==> src/include/icr_pkg.sv <==
// shared constants and types for the id and reference control register slice
package icr_pkg;

	// ----------------------------------------------------------------
	// register offsets (serial address space)
	// ----------------------------------------------------------------
	localparam logic [14:0] ADDR_CONFIG_A    = 15'h0000;
	localparam logic [14:0] ADDR_PART_ID     = 15'h0004;
	localparam logic [14:0] ADDR_MAKER_ID    = 15'h000C;
	localparam logic [14:0] ADDR_SER_USER    = 15'h0010;
	localparam logic [14:0] ADDR_REF_CTRL_P  = 15'h0029;
	localparam logic [14:0] ADDR_REF_CTRL_S  = 15'h002A;
	localparam logic [14:0] ADDR_REF_POS_LO  = 15'h002C;

	// ----------------------------------------------------------------
	// fixed identification values (arbitrary neutral values)
	// ----------------------------------------------------------------
	localparam logic [15:0] PART_ID_DEFAULT  = 16'h5A3C;
	localparam logic [15:0] MAKER_ID_DEFAULT = 16'h0E71;

	// ----------------------------------------------------------------
	// reset values
	// ----------------------------------------------------------------
	localparam logic [7:0] RST_CONFIG_A      = 8'h20;
	localparam logic [7:0] RST_SER_USER      = 8'h00;
	localparam logic [7:0] RST_REF_CTRL_P    = 8'h00;
	localparam logic [7:0] RST_REF_CTRL_S    = 8'h00;

	// ----------------------------------------------------------------
	// field positions
	// ----------------------------------------------------------------
	localparam int BIT_ASCEND                = 5;
	localparam int BIT_SDO_ACTIVE            = 4;
	localparam int BIT_ADDR_FREEZE           = 0;
	localparam int BIT_PROC_ON               = 6;
	localparam int BIT_RECV_ON               = 5;
	localparam int BIT_FINE_SCALE            = 4;
	localparam int BIT_DELAY_HI              = 3;
	localparam int BIT_DELAY_LO              = 0;
	localparam int BIT_MARKER_ON             = 3;
	localparam int BIT_CLK_DC                = 2;
	localparam int BIT_REF_DC                = 1;
	localparam int BIT_POL_FLIP              = 0;

	// ----------------------------------------------------------------
	// serial frame layout
	// ----------------------------------------------------------------
	localparam int HDR_BITS                  = 16;
	localparam int DATA_BITS                 = 8;

	// ----------------------------------------------------------------
	// control outputs to the analog and sample path
	// ----------------------------------------------------------------
	typedef struct packed {
		logic       ref_event_processor_on;
		logic       ref_receiver_on;
		logic       window_fine_scale;
		logic [3:0] ref_delay_choice;
		logic       ref_as_marker_on;
		logic       clock_input_dc_mode;
		logic       ref_input_dc_mode;
		logic       ref_polarity_flip;
	} icr_ctrl_t;

	typedef enum logic [2:0] {
		ST_HDR  = 3'b001,
		ST_WR   = 3'b010,
		ST_RD   = 3'b100
	} icr_state_t;

endpackage

==> src/icr_regs.sv <==
// serial register slice: identification, streaming address control, reference clock control
`timescale 1ns/1ps
module icr_regs
	import icr_pkg::*;
(
	// clock and reset
	input  wire logic        ref_clk_i,
	input  wire logic        nrst_i,
	// serial host pins
	input  wire logic        sclk_i,
	input  wire logic        scs_n_i,
	input  wire logic        sdi_i,
	output logic             sdo_o,
	output logic             sdo_oe_n_o,
	// reference pulse path
	input  wire logic        ref_pulse_i,
	input  wire logic        sample_marker_on_i,
	input  wire logic [23:0] ref_edge_position_status_i,
	output logic             ref_event_o,
	output logic             sample_lsb_marker_o,
	// control fields
	output icr_ctrl_t        ctrl_o
);

	// ----------------------------------------------------------------
	// pin synchronisers
	// ----------------------------------------------------------------
	logic [1:0] sclk_s, cs_s, sdi_s, ref_s;
	logic       sclk_d;

	always_ff @(posedge ref_clk_i or negedge nrst_i) begin
		if (!nrst_i) begin
			sclk_s <= 2'h0;
			cs_s   <= 2'h3;
			sdi_s  <= 2'h0;
			ref_s  <= 2'h0;
			sclk_d <= 1'b0;
		end else begin
			sclk_s <= {sclk_s[0], sclk_i};
			cs_s   <= {cs_s[0], scs_n_i};
			sdi_s  <= {sdi_s[0], sdi_i};
			ref_s  <= {ref_s[0], ref_pulse_i};
			sclk_d <= sclk_s[1];
		end
	end

	logic sclk_rise, sclk_fall, sel;
	assign sclk_rise = sclk_s[1] & ~sclk_d;
	assign sclk_fall = ~sclk_s[1] & sclk_d;
	assign sel       = ~cs_s[1];

	// ----------------------------------------------------------------
	// registers
	// ----------------------------------------------------------------
	logic [7:0] config_a, serial_user_config;
	logic [7:0] reference_control_primary, reference_control_secondary;
	logic [7:0] next_config_a, next_serial_user_config;
	logic [7:0] next_reference_control_primary, next_reference_control_secondary;

	// ----------------------------------------------------------------
	// serial frame engine
	// ----------------------------------------------------------------
	icr_state_t  state, next_state;
	logic [4:0]  bcnt, next_bcnt;
	logic [15:0] shreg, next_shreg;
	logic [14:0] addr, next_addr;
	logic [7:0]  rdsh, next_rdsh;
	logic        wr_stb;
	logic [7:0]  wr_byte;

	function automatic logic [7:0] rd_reg(input logic [14:0] a);
		case (a)
			ADDR_CONFIG_A:         rd_reg = config_a | (8'h01 << BIT_SDO_ACTIVE);
			ADDR_PART_ID:          rd_reg = PART_ID_DEFAULT[7:0];
			ADDR_PART_ID + 15'h1:  rd_reg = PART_ID_DEFAULT[15:8];
			ADDR_MAKER_ID:         rd_reg = MAKER_ID_DEFAULT[7:0];
			ADDR_MAKER_ID + 15'h1: rd_reg = MAKER_ID_DEFAULT[15:8];
			ADDR_SER_USER:         rd_reg = serial_user_config;
			ADDR_REF_CTRL_P:       rd_reg = reference_control_primary;
			ADDR_REF_CTRL_S:       rd_reg = reference_control_secondary;
			ADDR_REF_POS_LO:       rd_reg = ref_edge_position_status_i[7:0];
			ADDR_REF_POS_LO + 15'h1: rd_reg = ref_edge_position_status_i[15:8];
			ADDR_REF_POS_LO + 15'h2: rd_reg = ref_edge_position_status_i[23:16];
			default:               rd_reg = 8'h00;
		endcase
	endfunction

	function automatic logic [14:0] step(input logic [14:0] a);
		if (serial_user_config[BIT_ADDR_FREEZE])
			step = a;
		else if (config_a[BIT_ASCEND])
			step = a + 15'h1;
		else
			step = a - 15'h1;
	endfunction

	always_comb begin
		next_state = state;
		next_bcnt  = bcnt;
		next_shreg = shreg;
		next_addr  = addr;
		next_rdsh  = rdsh;
		wr_stb     = 1'b0;
		wr_byte    = 8'h00;
		if (!sel) begin
			next_state = ST_HDR;
			next_bcnt  = 5'h00;
		end else begin
			case (state)
				ST_HDR: begin
					if (sclk_rise) begin
						next_shreg = {shreg[14:0], sdi_s[1]};
						next_bcnt  = bcnt + 5'h01;
						if (bcnt == 5'(HDR_BITS - 1)) begin
							next_bcnt = 5'h00;
							next_addr = next_shreg[14:0];
							if (next_shreg[15]) begin
								next_state = ST_RD;
								next_rdsh  = rd_reg(next_shreg[14:0]);
							end else begin
								next_state = ST_WR;
							end
						end
					end
				end
				ST_WR: begin
					if (sclk_rise) begin
						next_shreg = {shreg[14:0], sdi_s[1]};
						next_bcnt  = bcnt + 5'h01;
						if (bcnt == 5'(DATA_BITS - 1)) begin
							next_bcnt = 5'h00;
							wr_stb    = 1'b1;
							wr_byte   = next_shreg[7:0];
							next_addr = step(addr);
						end
					end
				end
				ST_RD: begin
					// count bits taken; the fall closing the header keeps the first bit
					if (sclk_rise) begin
						next_bcnt = bcnt + 5'h01;
					end
					if (sclk_fall && bcnt != 5'h00) begin
						if (bcnt == 5'(DATA_BITS)) begin
							next_bcnt = 5'h00;
							next_addr = step(addr);
							next_rdsh = rd_reg(step(addr));
						end else begin
							next_rdsh = {rdsh[6:0], 1'b0};
						end
					end
				end
				default: begin
					next_state = ST_HDR;
				end
			endcase
		end
	end

	always_ff @(posedge ref_clk_i or negedge nrst_i) begin
		if (!nrst_i) begin
			state <= ST_HDR;
			bcnt  <= 5'h00;
			shreg <= 16'h0000;
			addr  <= 15'h0000;
			rdsh  <= 8'h00;
		end else begin
			state <= next_state;
			bcnt  <= next_bcnt;
			shreg <= next_shreg;
			addr  <= next_addr;
			rdsh  <= next_rdsh;
		end
	end

	// ----------------------------------------------------------------
	// register write decode
	// ----------------------------------------------------------------
	always_comb begin
		next_config_a                    = config_a;
		next_serial_user_config          = serial_user_config;
		next_reference_control_primary   = reference_control_primary;
		next_reference_control_secondary = reference_control_secondary;
		if (wr_stb) begin
			case (addr)
				ADDR_CONFIG_A:   next_config_a = wr_byte & 8'h6F;
				ADDR_SER_USER:   next_serial_user_config = wr_byte;
				ADDR_REF_CTRL_P: next_reference_control_primary = wr_byte;
				ADDR_REF_CTRL_S: next_reference_control_secondary = wr_byte;
				default: ;
			endcase
		end
	end

	always_ff @(posedge ref_clk_i or negedge nrst_i) begin
		if (!nrst_i) begin
			config_a                    <= RST_CONFIG_A;
			serial_user_config          <= RST_SER_USER;
			reference_control_primary   <= RST_REF_CTRL_P;
			reference_control_secondary <= RST_REF_CTRL_S;
		end else begin
			config_a                    <= next_config_a;
			serial_user_config          <= next_serial_user_config;
			reference_control_primary   <= next_reference_control_primary;
			reference_control_secondary <= next_reference_control_secondary;
		end
	end

	// ----------------------------------------------------------------
	// control fields and reference path
	// ----------------------------------------------------------------
	logic ref_lvl, ref_lvl_d, next_ref_event, next_marker;
	logic ref_event_q, marker_q;

	always_comb begin
		ctrl_o.ref_event_processor_on = reference_control_primary[BIT_PROC_ON];
		ctrl_o.ref_receiver_on        = reference_control_primary[BIT_RECV_ON];
		ctrl_o.window_fine_scale      = reference_control_primary[BIT_FINE_SCALE];
		ctrl_o.ref_delay_choice       = reference_control_primary[BIT_DELAY_HI:BIT_DELAY_LO];
		ctrl_o.ref_as_marker_on       = reference_control_secondary[BIT_MARKER_ON];
		ctrl_o.clock_input_dc_mode    = reference_control_secondary[BIT_CLK_DC];
		ctrl_o.ref_input_dc_mode      = reference_control_secondary[BIT_REF_DC];
		ctrl_o.ref_polarity_flip      = reference_control_secondary[BIT_POL_FLIP];
		ref_lvl        = (ref_s[1] ^ reference_control_secondary[BIT_POL_FLIP])
		                 & reference_control_primary[BIT_RECV_ON];
		next_ref_event = ref_lvl & ~ref_lvl_d & reference_control_primary[BIT_PROC_ON];
		next_marker    = ref_lvl & reference_control_secondary[BIT_MARKER_ON]
		                 & sample_marker_on_i;
	end

	always_ff @(posedge ref_clk_i or negedge nrst_i) begin
		if (!nrst_i) begin
			ref_lvl_d   <= 1'b0;
			ref_event_q <= 1'b0;
			marker_q    <= 1'b0;
		end else begin
			ref_lvl_d   <= ref_lvl;
			ref_event_q <= next_ref_event;
			marker_q    <= next_marker;
		end
	end

	assign ref_event_o         = ref_event_q;
	assign sample_lsb_marker_o = marker_q;
	assign sdo_o               = rdsh[7];
	assign sdo_oe_n_o          = ~(sel && (state == ST_RD));

	// ----------------------------------------------------------------
	// checks
	// ----------------------------------------------------------------
	AST_PROC_GATE: assert property (@(posedge ref_clk_i) disable iff (!nrst_i)
		ref_event_o |-> $past(reference_control_primary[BIT_PROC_ON]))
		else $error("reference event with processor off");
	AST_RECV_GATE: assert property (@(posedge ref_clk_i) disable iff (!nrst_i)
		!reference_control_primary[BIT_RECV_ON] |=> !ref_event_o && !sample_lsb_marker_o)
		else $error("reference output with receiver off");
	AST_MARKER: assert property (@(posedge ref_clk_i) disable iff (!nrst_i)
		sample_lsb_marker_o |-> $past(reference_control_secondary[BIT_MARKER_ON] & sample_marker_on_i))
		else $error("marker without both enables");
	AST_FREEZE: assert property (@(posedge ref_clk_i) disable iff (!nrst_i)
		(wr_stb && serial_user_config[BIT_ADDR_FREEZE]) |=> $stable(addr))
		else $error("address moved while frozen");
	AST_INC: assert property (@(posedge ref_clk_i) disable iff (!nrst_i)
		(wr_stb && !serial_user_config[BIT_ADDR_FREEZE] && config_a[BIT_ASCEND])
		|=> addr == $past(addr) + 15'h1)
		else $error("address did not increment");
	AST_DEC: assert property (@(posedge ref_clk_i) disable iff (!nrst_i)
		(wr_stb && !serial_user_config[BIT_ADDR_FREEZE] && !config_a[BIT_ASCEND])
		|=> addr == $past(addr) - 15'h1)
		else $error("address did not decrement");
	AST_ID_RO: assert property (@(posedge ref_clk_i) disable iff (!nrst_i)
		(wr_stb && (addr == ADDR_PART_ID || addr == ADDR_PART_ID + 15'h1 || addr == ADDR_MAKER_ID
		|| addr == ADDR_MAKER_ID + 15'h1)) |=> $stable({config_a, serial_user_config,
		reference_control_primary, reference_control_secondary}))
		else $error("identification write changed a register");
	AST_PART_READ: assert property (@(posedge ref_clk_i) disable iff (!nrst_i)
		(state == ST_HDR && next_state == ST_RD && next_addr == ADDR_PART_ID) |=> rdsh == PART_ID_DEFAULT[7:0])
		else $error("part identifier read wrong");
	AST_MAKER_READ: assert property (@(posedge ref_clk_i) disable iff (!nrst_i)
		(state == ST_HDR && next_state == ST_RD && next_addr == ADDR_MAKER_ID + 15'h1)
		|=> rdsh == MAKER_ID_DEFAULT[15:8])
		else $error("maker identifier read wrong");
	AST_RD_FIRST: assert property (@(posedge ref_clk_i) disable iff (!nrst_i)
		(state == ST_RD && sclk_fall && bcnt == 5'h00) |=> $stable(rdsh))
		else $error("read data shifted before the host took it");
	AST_DELAY: assert property (@(posedge ref_clk_i) disable iff (!nrst_i)
		(wr_stb && addr == ADDR_REF_CTRL_P) |=> ctrl_o.ref_delay_choice == $past(wr_byte[3:0]))
		else $error("delay choice not applied");
	AST_FLIP: assert property (@(posedge ref_clk_i) disable iff (!nrst_i)
		(wr_stb && addr == ADDR_REF_CTRL_S) |=> ctrl_o.ref_polarity_flip == $past(wr_byte[0])
		&& ctrl_o.clock_input_dc_mode == $past(wr_byte[2]))
		else $error("secondary control not applied");

endmodule

==> config.mk <==
export PLATFORM = sky130hd
export DESIGN_NAME = icr_regs
export DESIGN_NICKNAME = d
export VERILOG_FILES = /design/src/include/icr_pkg.sv /design/src/icr_regs.sv
export SDC_FILE = /design/constraint.sdc
export NUM_CORES = 1
export LEC_CHECK = 0
export ABC_AREA = 1
export BUFFER_PORTS_ARGS = -buffer_cell sky130_fd_sc_hd__buf_2
export CAP_MARGIN = 15
export CORE_ASPECT_RATIO = 1.5
export CORE_MARGIN = 5
export CORE_UTILIZATION = 52
export DETAILED_ROUTE_END_ITERATION = 8
export HOLD_SLACK_MARGIN = 0.08
export MAX_ROUTING_LAYER = met4
export PLACE_DENSITY_LB_ADDON = 0.1
export SYNTH_ARGS = -nofsm -noshare
export SYNTH_HDL_FRONTEND = slang
export SYNTH_SLANG_ARGS = --single-unit
export TNS_END_PERCENT = 100
==> constraint.sdc <==
create_clock -name ref_clk_i -period 2.9 [get_ports ref_clk_i]
set_input_delay 0.145 -clock ref_clk_i [delete_from_list [all_inputs] [get_ports ref_clk_i]]
set_output_delay 0.145 -clock ref_clk_i [all_outputs]
set_load 0.01 [all_outputs]
==> results of run 1 <==
==> path summary, 6_finish.rpt <==
kind	startpoint	end	slack, ns	cells past startpoint
setup reg to reg	config_a[5]	rdsh[1]	-0.44	21
min in group asynchronous	nrst_i	bcnt[4]	0.40	2
hold / removal	ref_edge_position_status_i[14]	rdsh[6]	0.27	5
setup / recovery	config_a[5]	rdsh[1]	-0.44	21
hold reg to reg	cs_s[0]	cs_s[1]	0.36	0
max in group asynchronous	nrst_i	reference_control_secondary[5]	1.80	3
==> synth_stat cells (all sizes together), types with 13 or more instances <==
cell / count / area, µm²
a21oi: 41 / 205
buf: 24 / 189
clkbuf: 13 / 48.8
dfrtp: 84 / 2100
ha: 17 / 213
inv: 142 / 533
nand2: 238 / 913
nand3: 81 / 425
nand4: 49 / 307
nor2: 104 / 448
nor3: 13 / 70.1
o21ai: 89 / 445
==> logic make-up after synthesis <==
| kind of cell | synth area share |
|---|---|
| AO/OA/AOI/OAI | 0.155 |
| buffers and inverters | 0.120 |
| AND/OR/NAND/NOR | 0.346 |
| XOR/XNOR | 0.00404 |
| flip-flops | 0.340 |
| adder cells (fa/ha/maj) | 0.0358 |
==> worst register-to-register path: cells and delay by family, from the launching register on <==
| family | cells | cell delay [ns] |
|---|---|---|
| AND/OR/NAND/NOR | 14 | 1.43 |
| buffers and inverters | 5 | 0.84 |
| flip-flops | 1 | 0.56 |
| AO/OA/AOI/OAI | 1 | 0.16 |
| adder cells (fa/ha/maj) | 1 | 0.29 |
==> registers in the layout, summed over array words and instances (netlist names), 2 cells and up <==
signal                       cells
state                            3
shreg                           15
config_a                         6
sdi_s                            2
ref_s                            2
sclk_s                           2
addr                            15
bcnt                             5
serial_user_config               8
reference_control_secondary      8
reference_control_primary        8
rdsh                             8
cs_s                             2
==> timing repair <==
action | 4_1_cts | 5_1_grt
cloned | 0 | 2
setup endpoints to repair | 8 | 8
resized for setup | 37 | 73
pin swaps | 9 | 30
setup buffers | 8 | 4
hold buffers | 6 | 0
endpoints found under the hold margin | 56 | 0
==> power breakdown <==
part           switching, mW  internal, mW  total [mW]
combinational           2.93          2.23        5.16
clock                  0.557         0.698        1.26
sequential             0.250          1.45        1.70
==> area by class of cell <==
cell class / count / area share
timing repair buffer: 172 / 0.153
sequential: 88 / 0.257
clock inverter: 7 / 0.0114
multi-input combinational: 697 / 0.465
clock buffer: 9 / 0.0263
tap: 156 / 0.0228
inverter: 144 / 0.0635
==> metal layers <==
layer,up-vias,part of all wire
li1,3504,-
met1,3371,0.37
met2,281,0.51
met3,130,0.045
met4,0,0.080
met5,-,0
==> cell usage in the layout, fill, tap and decap left out, types with 10 or more instances in the layout <==
cell,n
a21oi_2,12
inv_2,10
nand2_2,26
ha_4,13
nand2_1,207
nor2_2,10
a21oi_1,29
nand3_2,23
o21ai_1,15
nand4_1,49
inv_1,131
dfrtp_1,84
nor2_1,85
clkbuf_16,11
buf_4,106
nand3_1,56
buf_6,10
buf_2,44
o21ai_0,73
nor3_1,12
o22ai_1,12
==> impl_results.md, run 1 <==
- Max Fclk: about 300 MHz
- Rows: 50
- Drt via density: 5.72
- Antenna Violating Nets Remaining: 0
- CP arrival: roughly 3.6 ns
- Minimum clock period: roughly 3.3 ns
- Leakage power: ~4.2 nW
- First-pass GRT wire length: roughly 36,000 µm
- Overflow after GRT: 0
- Area Growth Syn to Fin: 31.9%
- Failing checks: negative setup slack
- Design Area, Final: 8570 µm²
- Worst Tran Pin Value: 1.04 ns
- PortBufs: 45
- Gate Count Post-Synth: 966
- Cell Area, Synth: around 6500 µm²
- DR vias: between 7k and 8k
- Post-route insts no fill: between 1k and 1.5k
- Worst Hold Class: input port to flip-flop
- CTS tree: done
- Maximum vdd drop: between 500 and 600 µV
- Initial cell density of the core: 0.525
- Post-Route Utilization: 0.692
- Clock sinks: 88
- Max-slew violations: 0
- Crit path cell chain: clkinvlp_4 -> clkbuf_16 -> ha_4 -> nand2_2 -> nor2_2 -> buf_4 -> and2_1 -> nand2_1 -> nand3_2 -> nand3_2 -> nand2_2 -> nand2_4 -> nor2_8 -> buf_6 -> nand4_1 -> buf_4 -> nand3_1 -> nor2_1 -> nand2_1 -> nand3_2 -> a21oi_2
- Top_reg_cell synth: dfrtp_1
- DR iter-0 viols: 534
- Post-synthesis cell type count: between 40 and 50
- Endpoints failing setup: 8
- Sequential fraction of the synthesis area: 0.340
- Critical path class: flip-flop to flip-flop
- Crit end category: flip-flop
- Skew final: between 0.009 and 0.01 ns
- DRT Pass-1 Iters: 6
- Met1 usage: 0.351
- Root Buffer: clkbuf_16
- Diodes inserted: 0
- Met2 Resource Use GR: 0.535
- IO Count: 46
- Final setup TNS: -3.38 ns
- Final Hold Fails: 0
- Post-route setup slack: -0.441 ns
- Filler cells: 1,127
- Clk Latency, worst-skew pair: 0.35 ns
- Startpoint Class: flip-flop
- DR WL/cell: 18.2 µm
- Max-cap violations: 0
- Clock Pin Slew Worst Setup and Hold Paths: approximately 0.070 ns
- RD Place Congestion: between 1 and 1.5
- Post-Syn Nets: around 1.0k
- Cells after DPL: approximately 1.2k
- Busiest layer in global routing: met2
- Total CTS buffers: 9
- Die Y: 147 µm
- Outcome: finished, violations left
- Crit path max-delay cell type: dfstp_2
- Area of the multi-input gates: 3990 µm²
- Number of global-route vias before repair: between 7k and 8k
- Drc violations: 0
- Core Region: around 12,000 µm²
- CP most frequent cell: nand3_2
- Bufs on Longest Clock Path: 2
- RSZ-0062 raised after global routing: yes
- Power Dens Cells: about 950 nW/µm²
- Yosys reg bits: 88
- Overall power: around 8 mW
- Ys Warns: 0
- Final cycle utilization of the critical path: 1.15
- Die area: 14,900 µm²
- EDFF count, synth: 0
- Largest net degree at the start of global routing: 58
- Htree depth: 3
- Worst stage delay on the critical path: 0.56 ns
- Layout Nets: 1,161
- Area post-placement: ~7500 µm²
- DP HPWL: around 17,000 µm
- Initial antenna violation count: 0
- Cell family with most CP delay: simple AND/OR/NAND/NOR gates
- Met3 Track Usage GR: 0.0304
- Storage element area: between 2000 and 2500 µm²
- Dpl ws: -0.591 ns
- Layout cells sized above 1: 0.269
- WHS: 0.266 ns
- Final WL: 23,200 µm
- Die Span X: a little over 100 µm
- Mean Syn Cell Area: slightly below 7 µm²
- Worst-path maximum fanout: 7
- GRT Util Overall: 0.321
- CP required: about 3.2 ns
- Worst path bufs/invs: 5
- Async SR Flop Fraction: 1.00
- Worst rel slew slack: 0.306
Note: power is estimated with default switching activity, not from simulation.
==> run 2: changes to the inputs <==
- CORE_ASPECT_RATIO: 1.5 -> 1.25
==> impl_results.md, run 2 (synthesized netlist as in run 1, its figures left out) <==
- DR iter-0 viols: slightly above 600
- Met1 usage: 0.369
- Commonest cells after routing, fill and taps aside: nand2_1, inv_1, buf_4
- DP HPWL: between 15,000 and 20,000 µm
- Root Buffer: clkbuf_16
- Final setup TNS: -1.66 ns
- DRT Pass-1 Iters: 7
- Htree depth: 3
- FF-to-FF End: rdsh[5]
- Drc violations: 0
- Rows: 45
- Die Y: around 140 µm
- Met3 Track Usage GR: 0.0354
- Hold Startpoint: ref_edge_position_status_i[14]
- Critical path class: flip-flop to flip-flop
- Initial cell density of the core: 0.532
- Failing checks: negative setup slack
- Cells after DPL: about 1.2k
- Clock Pin Slew Worst Setup and Hold Paths: 0.07 ns
- Area post-placement: between 7000 and 8000 µm²
- Worst reg2reg setup slack: -0.22 ns
- GRT Util Overall: 0.322
- Max-cap violations: 0
- Busiest layer in global routing: met2
- Initial antenna violation count: 0
- RD Place Congestion: approximately 1.1
- Worst-path maximum fanout: 8
- Met2 Resource Use GR: 0.539
- First-pass GRT wire length: about 36,000 µm
- Final WL: between 20,000 and 25,000 µm
- Layout cells sized above 1: 0.254
- Power Dens Cells: 967 nW/µm²
- Post-Route Utilization: 0.686
- Worst Hold End: rdsh[6]
- FF-to-FF path depth: 20
- Number of global-route vias before repair: roughly 7k
- Endpoints failing setup: 8
- Total CTS buffers: 9
- Worst Hold Class: input port to flip-flop
- Cells on Worst Hold Path: 5
- Largest registers: addr: 15 flops, shreg: 15 flops
- Clock sinks: a little under 90
- Die area: around 15,000 µm²
- Most common cell after layout, fill and taps aside: nand2_1
- Core Region: roughly 12,000 µm²
- Max Fclk: between 300 and 400 MHz
- IO Count: 46
- DR WL/cell: 17.7 µm
- Antenna Violating Nets Remaining: 0
- Drt via density: approximately 5.7
- Startpoint Class: flip-flop
- DR vias: 7,255
- Minimum clock period: slightly above 3 ns
- Dpl ws: -0.486 ns
- Outcome: finished, violations left
- Area Growth Syn to Fin: 29.0%
- Largest net degree at the start of global routing: 63
- Final cycle utilization of the critical path: 1.08
- Bufs on Longest Clock Path: 2
- Post-route insts no fill: ~1.3k
- Layout Nets: roughly 1.2k
- Max-slew violations: 0
- Skew final: approximately 0.01 ns
- CTS tree: done
- CP arrival: about 3.4 ns
- CP required: 3.18 ns
- Clk Latency, worst-skew pair: about 0.35 ns
- RSZ-0062 raised after global routing: yes
- Worst Tran Pin Value: around 0.86 ns
- Final Hold Fails: 0
- Worst rel slew slack: 0.424
- Die Span X: ~110 µm
- Leakage power: approximately 4 nW
- Post-route setup slack: -0.218 ns
- Maximum vdd drop: between 400 and 500 µV
- Crit end category: flip-flop
- Filler cells: 1,100
- PortBufs: 45
- Diodes inserted: 0
- R2R Path Start: config_a[5]
- Overflow after GRT: 0
- Design Area, Final: 8380 µm²
## run 2: changes by cell type in the layout (fill, tap and decap cells not counted), sizes merged
cell and change:
buf -11, nor2 +4, clkbuf -2, inv -2, clkinv +1, clkinvlp +1
## run 2: area by class of cell
cell class	count	area [µm²]	share of cell area
clock inverter	7	78.8	0.00940
inverter	144	546	0.0651
tap	164	205	0.0245
clock buffer	9	225	0.0269
timing repair buffer	159	1170	0.140
multi-input combinational	701	3950	0.471
sequential	88	2210	0.263
## run 2: repair_timing
action	in CTS	in global routing
gates resized for setup	72	25
hold buffers	6	0
setup buffers	5	8
gates cloned	6	0
endpoints found under the setup margin	8	8
hold endpoints to repair	61	0
pin swaps	24	27
## run 2: layer usage
metal | vias to the layer above | part of all wire
met5 | - | 0
li1 | 3498 | -
met1 | 3388 | 0.38
met2 | 282 | 0.50
met4 | 0 | 0.060
met3 | 87 | 0.052
## run 2: worst max-delay path: stages, from the launching register on
cell,delay [ns]
dfstp_2,0.56
clkinv_4,0.09
buf_12,0.15
ha_4,0.29
nand2_2,0.08
nor2_2,0.15
nand2_1,0.10
nand3_2,0.12
nand2_2,0.07
nand3_2,0.07
nand3_2,0.08
nand2_2,0.11
nand2_4,0.11
buf_6,0.14
nor2_4,0.13
nand4_1,0.22
nand2_1,0.14
nor2_2,0.06
nand3_4,0.12
nand3_2,0.10
a21oi_2,0.16
## run 2: worst max-delay path by stage
| stage | startpoint | end | slack, ns |
|---|---|---|---|
| floorplan | config_a[5] | rdsh[4] | 0.08 |
| global placement | config_a[5] | rdsh[0] | -0.47 |
| detailed placement | config_a[5] | rdsh[0] | -0.49 |
| CTS | config_a[5] | rdsh[7] | -0.08 |
| global route | config_a[5] | rdsh[1] | -0.40 |
| finish | config_a[5] | rdsh[5] | -0.22 |
## run 2: where the power goes
group          total [mW]  switching [mW]  internal, mW
clock network        1.20           0.524         0.677
logic                5.22            3.07          2.15
registers            1.69           0.238          1.45
total                8.10            3.83          4.27
## run 2: metrics by stage
step | total power [mW] | hold WS [ns]
after floorplan | 4.33 | -0.151
after global routing | 8.62 | 0.316
final | 8.10 | 0.250
after detailed placement | 5.84 | 0.251
after global placement | 5.81 | 0.250
after CTS | 7.71 | 0.253
==> run 3: changes to the inputs <==
- HOLD_SLACK_MARGIN: 0.08 -> 0.12
- MAX_ROUTING_LAYER: met4 -> not set
==> impl_results.md, run 3 (synthesized netlist as in run 1, its figures left out) <==
- Outcome: finished, violations left
- Failing checks: negative setup slack
- Final setup TNS: -2.41 ns
- Largest net degree at the start of global routing: between 60 and 70
- Overflow after GRT: 0
- IO Count: between 40 and 50
- Bufs on Longest Clock Path: 2
- Initial antenna violation count: 0
- First-pass GRT wire length: about 36,000 µm
- RSZ-0062 raised after global routing: yes
- WHS: about 0.23 ns
- Switch share: 0.473
- Critical path class: flip-flop to flip-flop
- Die Span X: 110 µm
- DR WL/cell: 17.7 µm
- Core Region: around 12,000 µm²
- Psw: about 3.8 mW
- Clock power share: 0.154
- Startpoint Class: flip-flop
- Diodes inserted: 0
- Post-Route Utilization: 0.684
- Max-cap violations: 0
- DR vias: between 7k and 8k
- Endpoints failing setup: 8
- Final WL: about 22,000 µm
- Post-route setup slack: -0.320 ns
- GRT Util Overall: 0.310
- Worst-path maximum fanout: 11
- Initial cell density of the core: 0.532
- Number of global-route vias before repair: just over 7k
- Crit end category: flip-flop
- PortBufs: 45
- RD Place Congestion: 1.09
- Skew final: approximately 0.015 ns
- Rows: 45
- DRT Pass-1 Iters: 5
- Drt via density: ~5.7
- Max Fclk: around 310 MHz
- Root Buffer: clkbuf_16
- DR iter-0 viols: ~650
- Minimum clock period: ~3.2 ns
- Final cycle utilization of the critical path: 1.11
- Clock sinks: 88
- Die Y: 135 µm
- Cells after DPL: between 1k and 1.5k
- Comb pwr share: 0.636
- Largest registers: addr: 15 flops, shreg: 15 flops
- Htree depth: 3
- Die area: ~15,000 µm²
- Clk Latency, worst-skew pair: 0.35 ns
- Overall power: about 8.1 mW
- Most common cell after layout, fill and taps aside: nand2_1
- Layout Nets: between 1k and 1.5k
- Total CTS buffers: 9
- Max-slew violations: 0
- Worst Hold Class: input port to flip-flop
- CP arrival: ~3.5 ns
- Leakage power: around 4.0 nW
- Drc violations: 0
- Area Growth Syn to Fin: 28.5%
- Clock Pin Slew Worst Setup and Hold Paths: ~0.06 ns
- Worst Tran Pin Value: between 0.8 and 0.9 ns
- Antenna Violating Nets Remaining: 0
- DP HPWL: about 16,000 µm
- Worst rel slew slack: 0.451
- CTS tree: done
- Int Pwr: ~4.2 mW
- Final Hold Fails: 0
- Power Dens Cells: 964 nW/µm²
- Sequential power share: 0.210
- Commonest cells after routing, fill and taps aside: nand2_1, inv_1, buf_4
- Layout cells sized above 1: 0.250
- Post-route insts no fill: approximately 1.3k
- CP required: 3.17 ns
- Maximum vdd drop: between 500 and 600 µV
run 3: cell types whose count changed in the layout (fill, tap and decap cells not counted), moves of 4 or more:
cell	previous run	this run
buf_6	10	3
nand3_2	25	14
nand3_1	53	64
a21oi_2	7	11
a21oi_1	34	29
nor2_2	16	12
nand2_1	213	205
nand2_2	21	28
run 3: power groups by stage:
stage                     Sequential, mW  Combinational, mW  Clock [mW]
after detailed placement            1.69               4.05           0
after global placement              1.69               4.03           0
after floorplan                     1.62               2.71           0
after global routing                1.72               5.58        1.29
final                               1.70               5.12        1.24
after CTS                           1.69               4.82        1.25
run 3: layout make-up:
type	count	area, µm²
Timing Repair Buffer	152	1110
Clock buffer	10	239
Clock inverter	6	75.1
Inverter	144	544
Multi-Input combinational cell	699	3980
Sequential cell	88	2210
Tap cell	164	205
Fill cell	1090	3860
run 3: worst max-delay path, cell delays in order, from the launching register on:
cell        delay [ns]
dfstp_2           0.55
clkinvlp_4        0.09
buf_12            0.16
buf_4             0.15
ha_4              0.26
nand2_1           0.06
nor2_2            0.12
nand3_1           0.18
nand4_1           0.18
nand3_2           0.12
nand2_2           0.11
nand2_4           0.07
nor2_8            0.14
buf_12            0.14
nand4_1           0.18
nand2_1           0.17
nor2_4            0.06
nand3_4           0.11
nand3_1           0.10
a21oi_1           0.17
run 3: through the flow:
step / cell area (µm²) / worst slack (ns)
6_report: 8360 / -0.320
2_1_floorplan: 6500 / 0.0800
4_1_cts: 8240 / -0.208
3_3_place_gp: 7370 / -0.401
3_5_place_dp: 7370 / -0.425
5_1_grt: 8360 / -0.454
run 3: layer usage:
layer / routed length [µm] / GRT usage
met2: 11400 / 0.544
met5: 0 / 0
met4: 1180 / 0.153
met1: 8400 / 0.367
met3: 1370 / 0.0402
run 3: final timing paths:
check,cells past startpoint,slack [ns],to,start
setup reg to reg,19,-0.32,rdsh[5],config_a[5]
hold / removal,5,0.23,rdsh[6],ref_edge_position_status_i[14]
min in group asynchronous,2,0.43,reference_control_secondary[0],nrst_i
max in group asynchronous,3,1.77,serial_user_config[2],nrst_i
setup / recovery,19,-0.32,rdsh[5],config_a[5]
hold reg to reg,0,0.36,sclk_s[1],sclk_s[0]
run 3: timing repair:
| action | in CTS | in global routing |
|---|---|---|
| endpoints found under the hold margin | 64 | 0 |
| buffers inserted | 13 | 1 |
| pin swaps | 17 | 12 |
| gates cloned | 2 | 0 |
| hold buffers | 6 | 0 |
| gates resized for setup | 70 | 31 |
| endpoints found under the setup margin | 8 | 8 |
